==> src/hw/blcc_params.svh <==
// offsets, field values, result codes and reset values of the loader handler
`ifndef BLCC_PARAMS_SVH
`define BLCC_PARAMS_SVH

// ----------------------------------------------------------------------
// register offsets (byte addresses)
// ----------------------------------------------------------------------
`define BLCC_OFS_STATUS 8'h00
`define BLCC_OFS_MASK 8'h04
`define BLCC_OFS_STATE 8'h08

// ----------------------------------------------------------------------
// status and mask bit positions
// ----------------------------------------------------------------------
`define BLCC_EV_OK 0
`define BLCC_EV_ERR 1
`define BLCC_EV_BAUD 2
`define BLCC_EV_CFG 3
`define BLCC_EV_W 4
`define BLCC_MASK_RST 4'h0

// ----------------------------------------------------------------------
// message fields
// ----------------------------------------------------------------------
`define BLCC_TYPE_NODE_SET 8'h91
`define BLCC_TYPE_NODE_GET 8'h92
`define BLCC_TYPE_BAUD 8'h93
`define BLCC_TYPE_FINAL 8'h80
`define BLCC_TYPE_ACK 8'h81
`define BLCC_LEN_SET 8'h02
`define BLCC_LEN_GET 8'h01
`define BLCC_LEN_FINAL 8'h02
`define BLCC_LEN_ACK 8'h03
`define BLCC_NODE_BAD 8'h00
`define BLCC_BAUD_MAX 8'h02
`define BLCC_BAUD_RST 2'h0

// ----------------------------------------------------------------------
// signed result codes
// ----------------------------------------------------------------------
`define BLCC_RC_OK 16'h0000
`define BLCC_RC_RD_PROT 16'hfff0
`define BLCC_RC_CFG_WP 16'hffef
`define BLCC_RC_NODE_BAD 16'hffee
`define BLCC_RC_SEM 16'hffed
`define BLCC_RC_BUF_MODE 16'hffec
`define BLCC_RC_BAUD_FAIL 16'hffeb
`define BLCC_RC_LEN_BAD 16'hffea

`endif

==> src/hw/blcc_pkg.sv <==
// types shared by the loader command handler
package blcc_pkg;

    typedef enum logic [2:0] {
        BLCC_S_LEN = 3'b000,
        BLCC_S_BODY = 3'b001,
        BLCC_S_EXEC = 3'b010,
        BLCC_S_TX = 3'b011,
        BLCC_S_BAUD = 3'b100
    } blcc_state_t;

    typedef struct packed {
        logic valid;
        logic [7:0] data;
    } blcc_byte_t;

    typedef struct packed {
        logic rd_prot_any;
        logic wr_prot_code;
        logic cfg_wr_prot;
        logic sem_busy;
        logic asm_buf_err;
    } blcc_guard_t;

endpackage : blcc_pkg

==> src/hw/blcc_cmd.sv <==
// loader command handler: node address set/get, session baud, acknowledge
//
// The placing of the registers and the address-and-strobe port were chosen for this implementation.
`timescale 1ns/1ns
`include "blcc_params.svh"

module blcc_cmd #(
    parameter int BUF_BYTES = 4
) (
    // clock and reset
    input wire logic ref_clk_i,
    input wire logic rst_i,
    // register port
    input wire logic [7:0] addr_i,
    input wire logic [31:0] wdata_i,
    input wire logic wr_i,
    input wire logic rd_i,
    output logic [31:0] rdata_o,
    // link bytes
    input wire blcc_pkg::blcc_byte_t rx_i,
    output logic tx_valid_o,
    output logic [7:0] tx_data_o,
    input wire logic tx_ready_i,
    input wire logic tx_idle_i,
    input wire logic link_is_uart_i,
    // protection and nvm state
    input wire blcc_pkg::blcc_guard_t guard_i,
    input wire logic [7:0] cfg_addr_i,
    output logic cfg_wr_o,
    output logic [7:0] cfg_wdata_o,
    // session and interrupt
    output logic [1:0] baud_sel_o,
    output logic irq_o
);

    // ------------------------------------------------------------------
    // elaboration check
    // ------------------------------------------------------------------
    if (BUF_BYTES < 2 || BUF_BYTES > 255) begin : g_chk
        $error("BUF_BYTES must lie in 2..255");
    end

    // ------------------------------------------------------------------
    // state
    // ------------------------------------------------------------------
    blcc_pkg::blcc_state_t st_r;
    logic [7:0] len_r;
    logic [7:0] cnt_r;
    logic [7:0] buf_r [BUF_BYTES];
    logic [7:0] resp_r [4];
    logic [2:0] tx_left_r;
    logic baud_pend_r;
    logic [1:0] baud_new_r;
    logic [1:0] baud_r;
    logic [15:0] code_r;
    logic [`BLCC_EV_W-1:0] stat_r;
    logic [`BLCC_EV_W-1:0] mask_r;
    logic [31:0] rdata_r;
    logic cfg_wr_r;
    logic [7:0] cfg_wdata_r;

    // execution decision
    logic ex_known;
    logic ex_final;
    logic ex_err;
    logic ex_cfg;
    logic ex_baud;
    logic [15:0] ex_code;
    logic [7:0] ex_type;
    logic [7:0] ex_arg;
    logic tx_take;
    logic tx_last;

    assign ex_type = buf_r[0];
    assign ex_arg = buf_r[1];
    assign tx_take = (st_r == blcc_pkg::BLCC_S_TX) && tx_ready_i;
    assign tx_last = tx_take && (tx_left_r == 3'h1);

    // ------------------------------------------------------------------
    // command decode
    // ------------------------------------------------------------------
    always_comb begin
        ex_known = 1'b1;
        ex_final = 1'b0;
        ex_cfg = 1'b0;
        ex_baud = 1'b0;
        ex_code = `BLCC_RC_OK;
        unique case (ex_type)
            `BLCC_TYPE_NODE_SET: begin
                if (len_r != `BLCC_LEN_SET) begin
                    ex_code = `BLCC_RC_LEN_BAD;
                end else if (guard_i.rd_prot_any) begin
                    ex_code = `BLCC_RC_RD_PROT;
                end else if (guard_i.wr_prot_code || guard_i.cfg_wr_prot) begin
                    ex_code = `BLCC_RC_CFG_WP;
                end else if (ex_arg == `BLCC_NODE_BAD) begin
                    ex_code = `BLCC_RC_NODE_BAD;
                end else if (guard_i.sem_busy) begin
                    ex_code = `BLCC_RC_SEM;
                end else if (guard_i.asm_buf_err) begin
                    ex_code = `BLCC_RC_BUF_MODE;
                end else begin
                    ex_cfg = 1'b1;
                end
            end
            `BLCC_TYPE_NODE_GET: begin
                if (len_r != `BLCC_LEN_GET) begin
                    ex_code = `BLCC_RC_LEN_BAD;
                end else if (guard_i.rd_prot_any) begin
                    ex_code = `BLCC_RC_RD_PROT;
                end else begin
                    ex_final = 1'b1;
                end
            end
            `BLCC_TYPE_BAUD: begin
                if (len_r != `BLCC_LEN_SET) begin
                    ex_code = `BLCC_RC_LEN_BAD;
                end else if (guard_i.rd_prot_any) begin
                    ex_code = `BLCC_RC_RD_PROT;
                end else if (!link_is_uart_i || ex_arg > `BLCC_BAUD_MAX) begin
                    ex_code = `BLCC_RC_BAUD_FAIL;
                end else begin
                    ex_baud = 1'b1;
                end
            end
            default: begin
                ex_known = 1'b0;
            end
        endcase
        ex_err = (ex_code != `BLCC_RC_OK);
    end

    // ------------------------------------------------------------------
    // sequencer
    // ------------------------------------------------------------------
    always_ff @(posedge ref_clk_i) begin
        if (rst_i) begin
            st_r <= blcc_pkg::BLCC_S_LEN;
        end else begin
            unique case (st_r)
                blcc_pkg::BLCC_S_LEN: begin
                    if (rx_i.valid && rx_i.data != 8'h00) begin
                        st_r <= blcc_pkg::BLCC_S_BODY;
                    end
                end
                blcc_pkg::BLCC_S_BODY: begin
                    if (rx_i.valid && cnt_r == 8'h01) begin
                        st_r <= blcc_pkg::BLCC_S_EXEC;
                    end
                end
                blcc_pkg::BLCC_S_EXEC: begin
                    st_r <= ex_known ? blcc_pkg::BLCC_S_TX
                                     : blcc_pkg::BLCC_S_LEN;
                end
                blcc_pkg::BLCC_S_TX: begin
                    if (tx_last) begin
                        st_r <= baud_pend_r ? blcc_pkg::BLCC_S_BAUD
                                            : blcc_pkg::BLCC_S_LEN;
                    end
                end
                blcc_pkg::BLCC_S_BAUD: begin
                    if (tx_idle_i) begin
                        st_r <= blcc_pkg::BLCC_S_LEN;
                    end
                end
                default: begin
                    st_r <= blcc_pkg::BLCC_S_LEN;
                end
            endcase
        end
    end

    // ------------------------------------------------------------------
    // receive buffer
    // ------------------------------------------------------------------
    always_ff @(posedge ref_clk_i) begin
        if (rst_i) begin
            len_r <= 8'h00;
            cnt_r <= 8'h00;
            for (int i = 0; i < BUF_BYTES; i++) begin
                buf_r[i] <= 8'h00;
            end
        end else if (rx_i.valid && st_r == blcc_pkg::BLCC_S_LEN) begin
            len_r <= rx_i.data;
            cnt_r <= rx_i.data;
        end else if (rx_i.valid && st_r == blcc_pkg::BLCC_S_BODY) begin
            cnt_r <= cnt_r - 8'h01;
            // surplus bytes of long messages are dropped
            for (int i = 0; i < BUF_BYTES; i++) begin
                if (8'(i) == len_r - cnt_r) begin
                    buf_r[i] <= rx_i.data;
                end
            end
        end
    end

    // ------------------------------------------------------------------
    // response builder and byte shifter
    // ------------------------------------------------------------------
    always_ff @(posedge ref_clk_i) begin
        if (rst_i) begin
            for (int i = 0; i < 4; i++) begin
                resp_r[i] <= 8'h00;
            end
            tx_left_r <= 3'h0;
            code_r <= `BLCC_RC_OK;
        end else if (st_r == blcc_pkg::BLCC_S_EXEC && ex_known) begin
            code_r <= ex_code;
            if (ex_final) begin
                resp_r[0] <= `BLCC_LEN_FINAL;
                resp_r[1] <= `BLCC_TYPE_FINAL;
                resp_r[2] <= cfg_addr_i;
                resp_r[3] <= 8'h00;
                tx_left_r <= 3'h3;
            end else begin
                resp_r[0] <= `BLCC_LEN_ACK;
                resp_r[1] <= `BLCC_TYPE_ACK;
                resp_r[2] <= ex_code[15:8];
                resp_r[3] <= ex_code[7:0];
                tx_left_r <= 3'h4;
            end
        end else if (tx_take) begin
            resp_r[0] <= resp_r[1];
            resp_r[1] <= resp_r[2];
            resp_r[2] <= resp_r[3];
            resp_r[3] <= 8'h00;
            tx_left_r <= tx_left_r - 3'h1;
        end
    end

    assign tx_valid_o = (st_r == blcc_pkg::BLCC_S_TX);
    assign tx_data_o = resp_r[0];

    // ------------------------------------------------------------------
    // config sector write
    // ------------------------------------------------------------------
    always_ff @(posedge ref_clk_i) begin
        if (rst_i) begin
            cfg_wr_r <= 1'b0;
            cfg_wdata_r <= 8'h00;
        end else begin
            cfg_wr_r <= (st_r == blcc_pkg::BLCC_S_EXEC) && ex_cfg;
            if ((st_r == blcc_pkg::BLCC_S_EXEC) && ex_cfg) begin
                cfg_wdata_r <= ex_arg;
            end
        end
    end

    assign cfg_wr_o = cfg_wr_r;
    assign cfg_wdata_o = cfg_wdata_r;

    // ------------------------------------------------------------------
    // session baud rate
    // ------------------------------------------------------------------
    always_ff @(posedge ref_clk_i) begin
        if (rst_i) begin
            baud_pend_r <= 1'b0;
            baud_new_r <= `BLCC_BAUD_RST;
            baud_r <= `BLCC_BAUD_RST;
        end else if (st_r == blcc_pkg::BLCC_S_EXEC) begin
            // held in a volatile flop only
            baud_pend_r <= ex_baud;
            baud_new_r <= ex_arg[1:0];
        // switch once the line is idle
        end else if (st_r == blcc_pkg::BLCC_S_BAUD && tx_idle_i) begin
            baud_r <= baud_new_r;
            baud_pend_r <= 1'b0;
        end
    end

    assign baud_sel_o = baud_r;

    // ------------------------------------------------------------------
    // event status, mask and interrupt
    // ------------------------------------------------------------------
    logic [`BLCC_EV_W-1:0] ev_set;
    logic [`BLCC_EV_W-1:0] ev_clr;

    always_comb begin
        ev_set = '0;
        ev_set[`BLCC_EV_OK] = (st_r == blcc_pkg::BLCC_S_EXEC) && ex_known
                              && !ex_err;
        ev_set[`BLCC_EV_ERR] = (st_r == blcc_pkg::BLCC_S_EXEC) && ex_known
                               && ex_err;
        ev_set[`BLCC_EV_BAUD] = (st_r == blcc_pkg::BLCC_S_BAUD) && tx_idle_i;
        ev_set[`BLCC_EV_CFG] = cfg_wr_r;
        ev_clr = (wr_i && addr_i == `BLCC_OFS_STATUS)
                 ? wdata_i[`BLCC_EV_W-1:0] : '0;
    end

    always_ff @(posedge ref_clk_i) begin
        if (rst_i) begin
            stat_r <= '0;
        end else begin
            // a new event outweighs a clear in the same cycle
            stat_r <= (stat_r & ~ev_clr) | ev_set;
        end
    end

    always_ff @(posedge ref_clk_i) begin
        if (rst_i) begin
            mask_r <= `BLCC_MASK_RST;
        end else if (wr_i && addr_i == `BLCC_OFS_MASK) begin
            mask_r <= wdata_i[`BLCC_EV_W-1:0];
        end
    end

    assign irq_o = |(stat_r & mask_r);

    // ------------------------------------------------------------------
    // register read port
    // ------------------------------------------------------------------
    always_ff @(posedge ref_clk_i) begin
        if (rst_i) begin
            rdata_r <= 32'h0000_0000;
        end else if (rd_i) begin
            unique case (addr_i)
                `BLCC_OFS_STATUS: rdata_r <= {28'h000_0000, stat_r};
                `BLCC_OFS_MASK: rdata_r <= {28'h000_0000, mask_r};
                `BLCC_OFS_STATE: rdata_r <= {code_r, 8'h00, 6'h00, baud_r};
                default: rdata_r <= 32'h0000_0000;
            endcase
        end else begin
            rdata_r <= 32'h0000_0000;
        end
    end

    assign rdata_o = rdata_r;

    logic ex_now;
    assign ex_now = (st_r == blcc_pkg::BLCC_S_EXEC) && ex_known;
endmodule : blcc_cmd

==> config.mk <==
export PLATFORM = sky130hd
export DESIGN_NAME = blcc_cmd
export DESIGN_NICKNAME = d
export VERILOG_FILES = /design/src/hw/blcc_pkg.sv /design/src/hw/blcc_cmd.sv
export VERILOG_INCLUDE_DIRS = /design/src /design/src/hw
export SDC_FILE = /design/constraint.sdc
export NUM_CORES = 1
export LEC_CHECK = 0
export BUFFER_PORTS_ARGS = -buffer_cell sky130_fd_sc_hd__clkbuf_2
export CAP_MARGIN = 20
export CORE_MARGIN = 2
export CORE_UTILIZATION = 40
export DETAILED_ROUTE_END_ITERATION = 8
export GPL_TIMING_DRIVEN = 1
export PLACE_DENSITY_LB_ADDON = 0.2
export SYNTH_ARGS = -nofsm -noshare
export SYNTH_HDL_FRONTEND = slang
export SYNTH_SLANG_ARGS = --single-unit
==> constraint.sdc <==
create_clock -name ref_clk_i -period 2.95 [get_ports ref_clk_i]
set_input_delay 0.295 -clock ref_clk_i [delete_from_list [all_inputs] [get_ports ref_clk_i]]
set_output_delay 0.295 -clock ref_clk_i [all_outputs]
set_load 0.02 [all_outputs]
==> implementation parameters <==
Parameter                              Value

Floorplan
  Area of the core    ~13000 µm²
  Starting utilization of the core area    40.5%
  Std cell rows    42
  IO Pins    122
  Die outline width    around 120 µm
  Total die area    approximately 14000 µm²
  Vertical extent of the die    approximately 120 µm

CTS
  Clock tree from TritonCTS    done
  Clock sink total    106
  Clock insertion delay at the later pin of the skew report    350 ps
  Clock transition at the register clock pins on the worst setup and hold paths after CTS    about 70 ps
  Cell chosen for the clock root    sky130_fd_sc_hd__clkbuf_16
  Number of buffers created by CTS    9
  Maximum root-to-sink buffer count    2
  Number of buffers inserted for hold repair after clock tree synthesis    0
  Clock H-tree levels    3

Global route
  Initial antenna violation count    0
  Global-route wire length before repair    between 15000 and 20000 µm
  Number of global-route vias before repair    slightly below 4000
  Total global-route track usage    ~17%
  Pin count of the biggest net entering global routing    30
  Grt ovf    0

Worst setup path
  Critical path fanouts, max    9
  Delay of the slowest critical-path stage    630 ps
  Worst r2r path cells    8
  Stages on the worst setup path    8
  Setup crit start kind    flop
  Critical Setup Path Class    reg -> reg
  Critical path, cell by cell    inv_1 > ha_1 > and3b_1 > nor4_1 > o211ai_1 > or4_4 > o31ai_2 > buf_4
  Endpoint class of the critical path    flop
  Critical path required time    3000 ps
  Worst path buffer plus inverter count    2
  Family with the most delay on the worst path    simple AND/OR/NAND/NOR gates
  Worst-path cell with the longest stage delay    sky130_fd_sc_hd__or4_4
  Worst endpoint data arrival time    ~2900 ps

Power
  Leakage dissipation    2.42 nW
  Total power after layout    3.19 mW
  Power density over the cells    between 500 and 600 nW/µm²
  Peak VDD IR    between 0.2 and 0.3 mV

Placement
  Area after DPL    5780 µm²
  Half-perimeter wire length of the detailed placement result    between 8000 and 9000 µm
  Gp weighted congestion    around 0.9
  IO Port Bufs    between 80 and 90
  Cell total after placement    between 700 and 800
  Worst slack after detailed placement    ~100 ps

Route
  Number of detailed-routing iterations run before antenna repair    4
  DRC viols    0
  Number of vias in the routed layout    4066
  Final routed wirelength across all metal layers    11600 µm
  Violation count after the first detailed-routing iteration    252
  Vias per inst    between 5 and 6
  Drt wl/cell    around 15 µm
  Number of nets with antenna violations after detailed routing    0

Synth
  Async set or reset register ratio after synthesis    0%
  Mapped Area    5320 µm²
  Number of distinct standard cells referenced by the synthesized netlist    a little over 60
  Number of cells produced by synthesis    approximately 540
  Share of synthesized area occupied by flip-flops and latches    about half
  Synth Area per Inst    ~9.9 µm²
  Number of warning messages in the yosys log    0
  Flip-flop and latch count after synthesis    ~110
  Flip-flop cell with the highest count after synthesis    sky130_fd_sc_hd__dfxtp_1
  Number of enable flip-flop cells after synthesis    between 40 and 50

Finish
  Cell area after layout    6090 µm²
  Antenna diode instance count    0
  Fin util    46.4%
  Number of nets in the finished design    686
  Count of placed standard cells in the final layout, fillers left out    a little under 800
  Share of final-layout standard cells stronger than drive strength 1    roughly 23%
  Area growth syn-to-layout    14.5%

Min path
  Hold Path Depth    3
  Type of the most critical hold path    in -> reg

Flow run
  Count of max-cap constraint violations    0

Timing
  Summed negative setup slack over all endpoints    0 ps
  Final critical delay including setup and external delays    about 2800 ps
  Setup skew after layout    between 6 and 7 ps
  WHS    slightly above 200 ps
  Slew Viols, Final    0
  Period Utilization, post-route    between 90% and 100%
  Headroom to the max-slew limit    between 50% and 60%
  Final-report hold violation count    0
  Slew at the pin closest to its max-slew limit    between 600 and 700 ps
  Setup slack after layout    156 ps
  Unrepaired setup endpoints after global routing    no
  Total of endpoints with negative setup slack in the final report    0
  Peak clock frequency supported by timing    between 300 and 400 MHz

Run status
  Status    completed
## cell usage in the layout (no fill, tap or decap), drive strengths merged, types with 3 or more instances in the layout
cell type	netlist	routed
nand2b	4	4
nor4b	18	18
nor3	11	11
nand4	4	4
nor3b	4	4
buf	37	17
a2111oi	3	3
or3	5	5
o21a	4	4
or4	6	6
clkinv	1	4
a21oi	42	42
nor2	44	44
mux2i	18	18
a211oi	3	3
nor2b	11	11
and3	3	3
o21ai	11	11
ha	11	11
inv	17	19
dfxtp	60	60
a21o	6	6
o211ai	4	4
conb	1	12
clkbuf	13	91
nand2	58	58
edfxtp	46	46
or2	3	3
o31ai	3	3
nand4b	4	4
nor4	13	13
nand3	11	11
and2	21	21
a31oi	9	9
## worst paths after layout
kind,endpoint,slack (ps),start
worst min register to register,code_r[0],450,code_r[0]
worst min-delay path,mask_r[2],200,wdata_i[2]
worst max register to register,buf_r[0][13],160,cnt_r[2]
worst max-delay path,buf_r[0][13],160,cnt_r[2]
## registers in the layout, summed over array words and instances, names as in the netlist, 3 cells and up
register     count
stat_r           4
len_r            8
resp_r          30
cfg_wdata_o      8
tx_left_r        3
cnt_r            8
st_r             3
rdata_o         10
buf_r           16
mask_r           4
code_r           6
## cell families after synthesis
logic type | synth area share, %
AND/OR/NAND/NOR | 25.0
buffers and inverters | 7.69
flip-flops | 48.5
XOR/XNOR | 0.494
AO/OA/AOI/OAI | 11.8
other | 0.0705
multiplexers | 3.38
adder cells (fa/ha/maj) | 2.96
## worst min-delay path: stages
cell	delay (ps)
sky130_fd_sc_hd__clkbuf_2	90
sky130_fd_sc_hd__mux2i_1	60
sky130_fd_sc_hd__nor2_1	70
## where the power goes
group	switching [mW]	internal (mW)
Sequential	0.0370	1.57
Clock	0.541	0.631
Combinational	0.256	0.151
Total	0.834	2.35
## layer usage
layer	part of all wire, %	GRT usage (%)	vias up
met5	0	0	-
met4	1.5	5.59	0
met3	5.6	3.50	12
met2	48	28.3	106
met1	44	21.9	1908
li1	-	-	2040
## Yosys cell counts, types with 4 or more instances
master	number	area [µm²]
sky130_fd_sc_hd__nor2b_1	11	68.8
sky130_fd_sc_hd__nor2_1	44	165
sky130_fd_sc_hd__clkbuf_1	13	48.8
sky130_fd_sc_hd__nand4_1	4	25.0
sky130_fd_sc_hd__ha_1	11	138
sky130_fd_sc_hd__dfxtp_1	60	1200
sky130_fd_sc_hd__a21oi_1	42	210
sky130_fd_sc_hd__mux2i_1	18	180
sky130_fd_sc_hd__nor4b_2	8	120
sky130_fd_sc_hd__nand2b_1	4	25.0
sky130_fd_sc_hd__a21o_1	6	45.0
sky130_fd_sc_hd__o21ai_0	11	55.1
sky130_fd_sc_hd__or3_1	5	31.3
sky130_fd_sc_hd__and2_1	21	131
sky130_fd_sc_hd__or4_1	5	37.5
sky130_fd_sc_hd__inv_1	17	63.8
sky130_fd_sc_hd__nor4_1	11	68.8
sky130_fd_sc_hd__nor4b_1	9	78.8
sky130_fd_sc_hd__o211ai_1	4	30.0
sky130_fd_sc_hd__buf_4	32	240
sky130_fd_sc_hd__o21a_1	4	30.0
sky130_fd_sc_hd__nand4b_1	4	35.0
sky130_fd_sc_hd__nand3_1	11	55.1
sky130_fd_sc_hd__nand2_1	58	218
sky130_fd_sc_hd__edfxtp_1	46	1380
sky130_fd_sc_hd__nor3_1	11	55.1
sky130_fd_sc_hd__a31oi_1	9	56.3
## timing repair
action	in CTS	in global routing
setup endpoints to repair	0	26
endpoints found under the hold margin	0	0
buffers inserted	0	0
resized for setup	0	4
## layout make-up
cell class | instances | area, µm²
well taps | 176 | 220
inverters | 18 | 67.6
clock inverters | 6 | 51.3
repair buffers | 98 | 533
clock buffers | 10 | 250
flip-flops and latches | 106 | 2580
fillers | 1281 | 7040
multi-input cells | 372 | 2390
No activity file was read; power rests on OpenSTA's default activity.
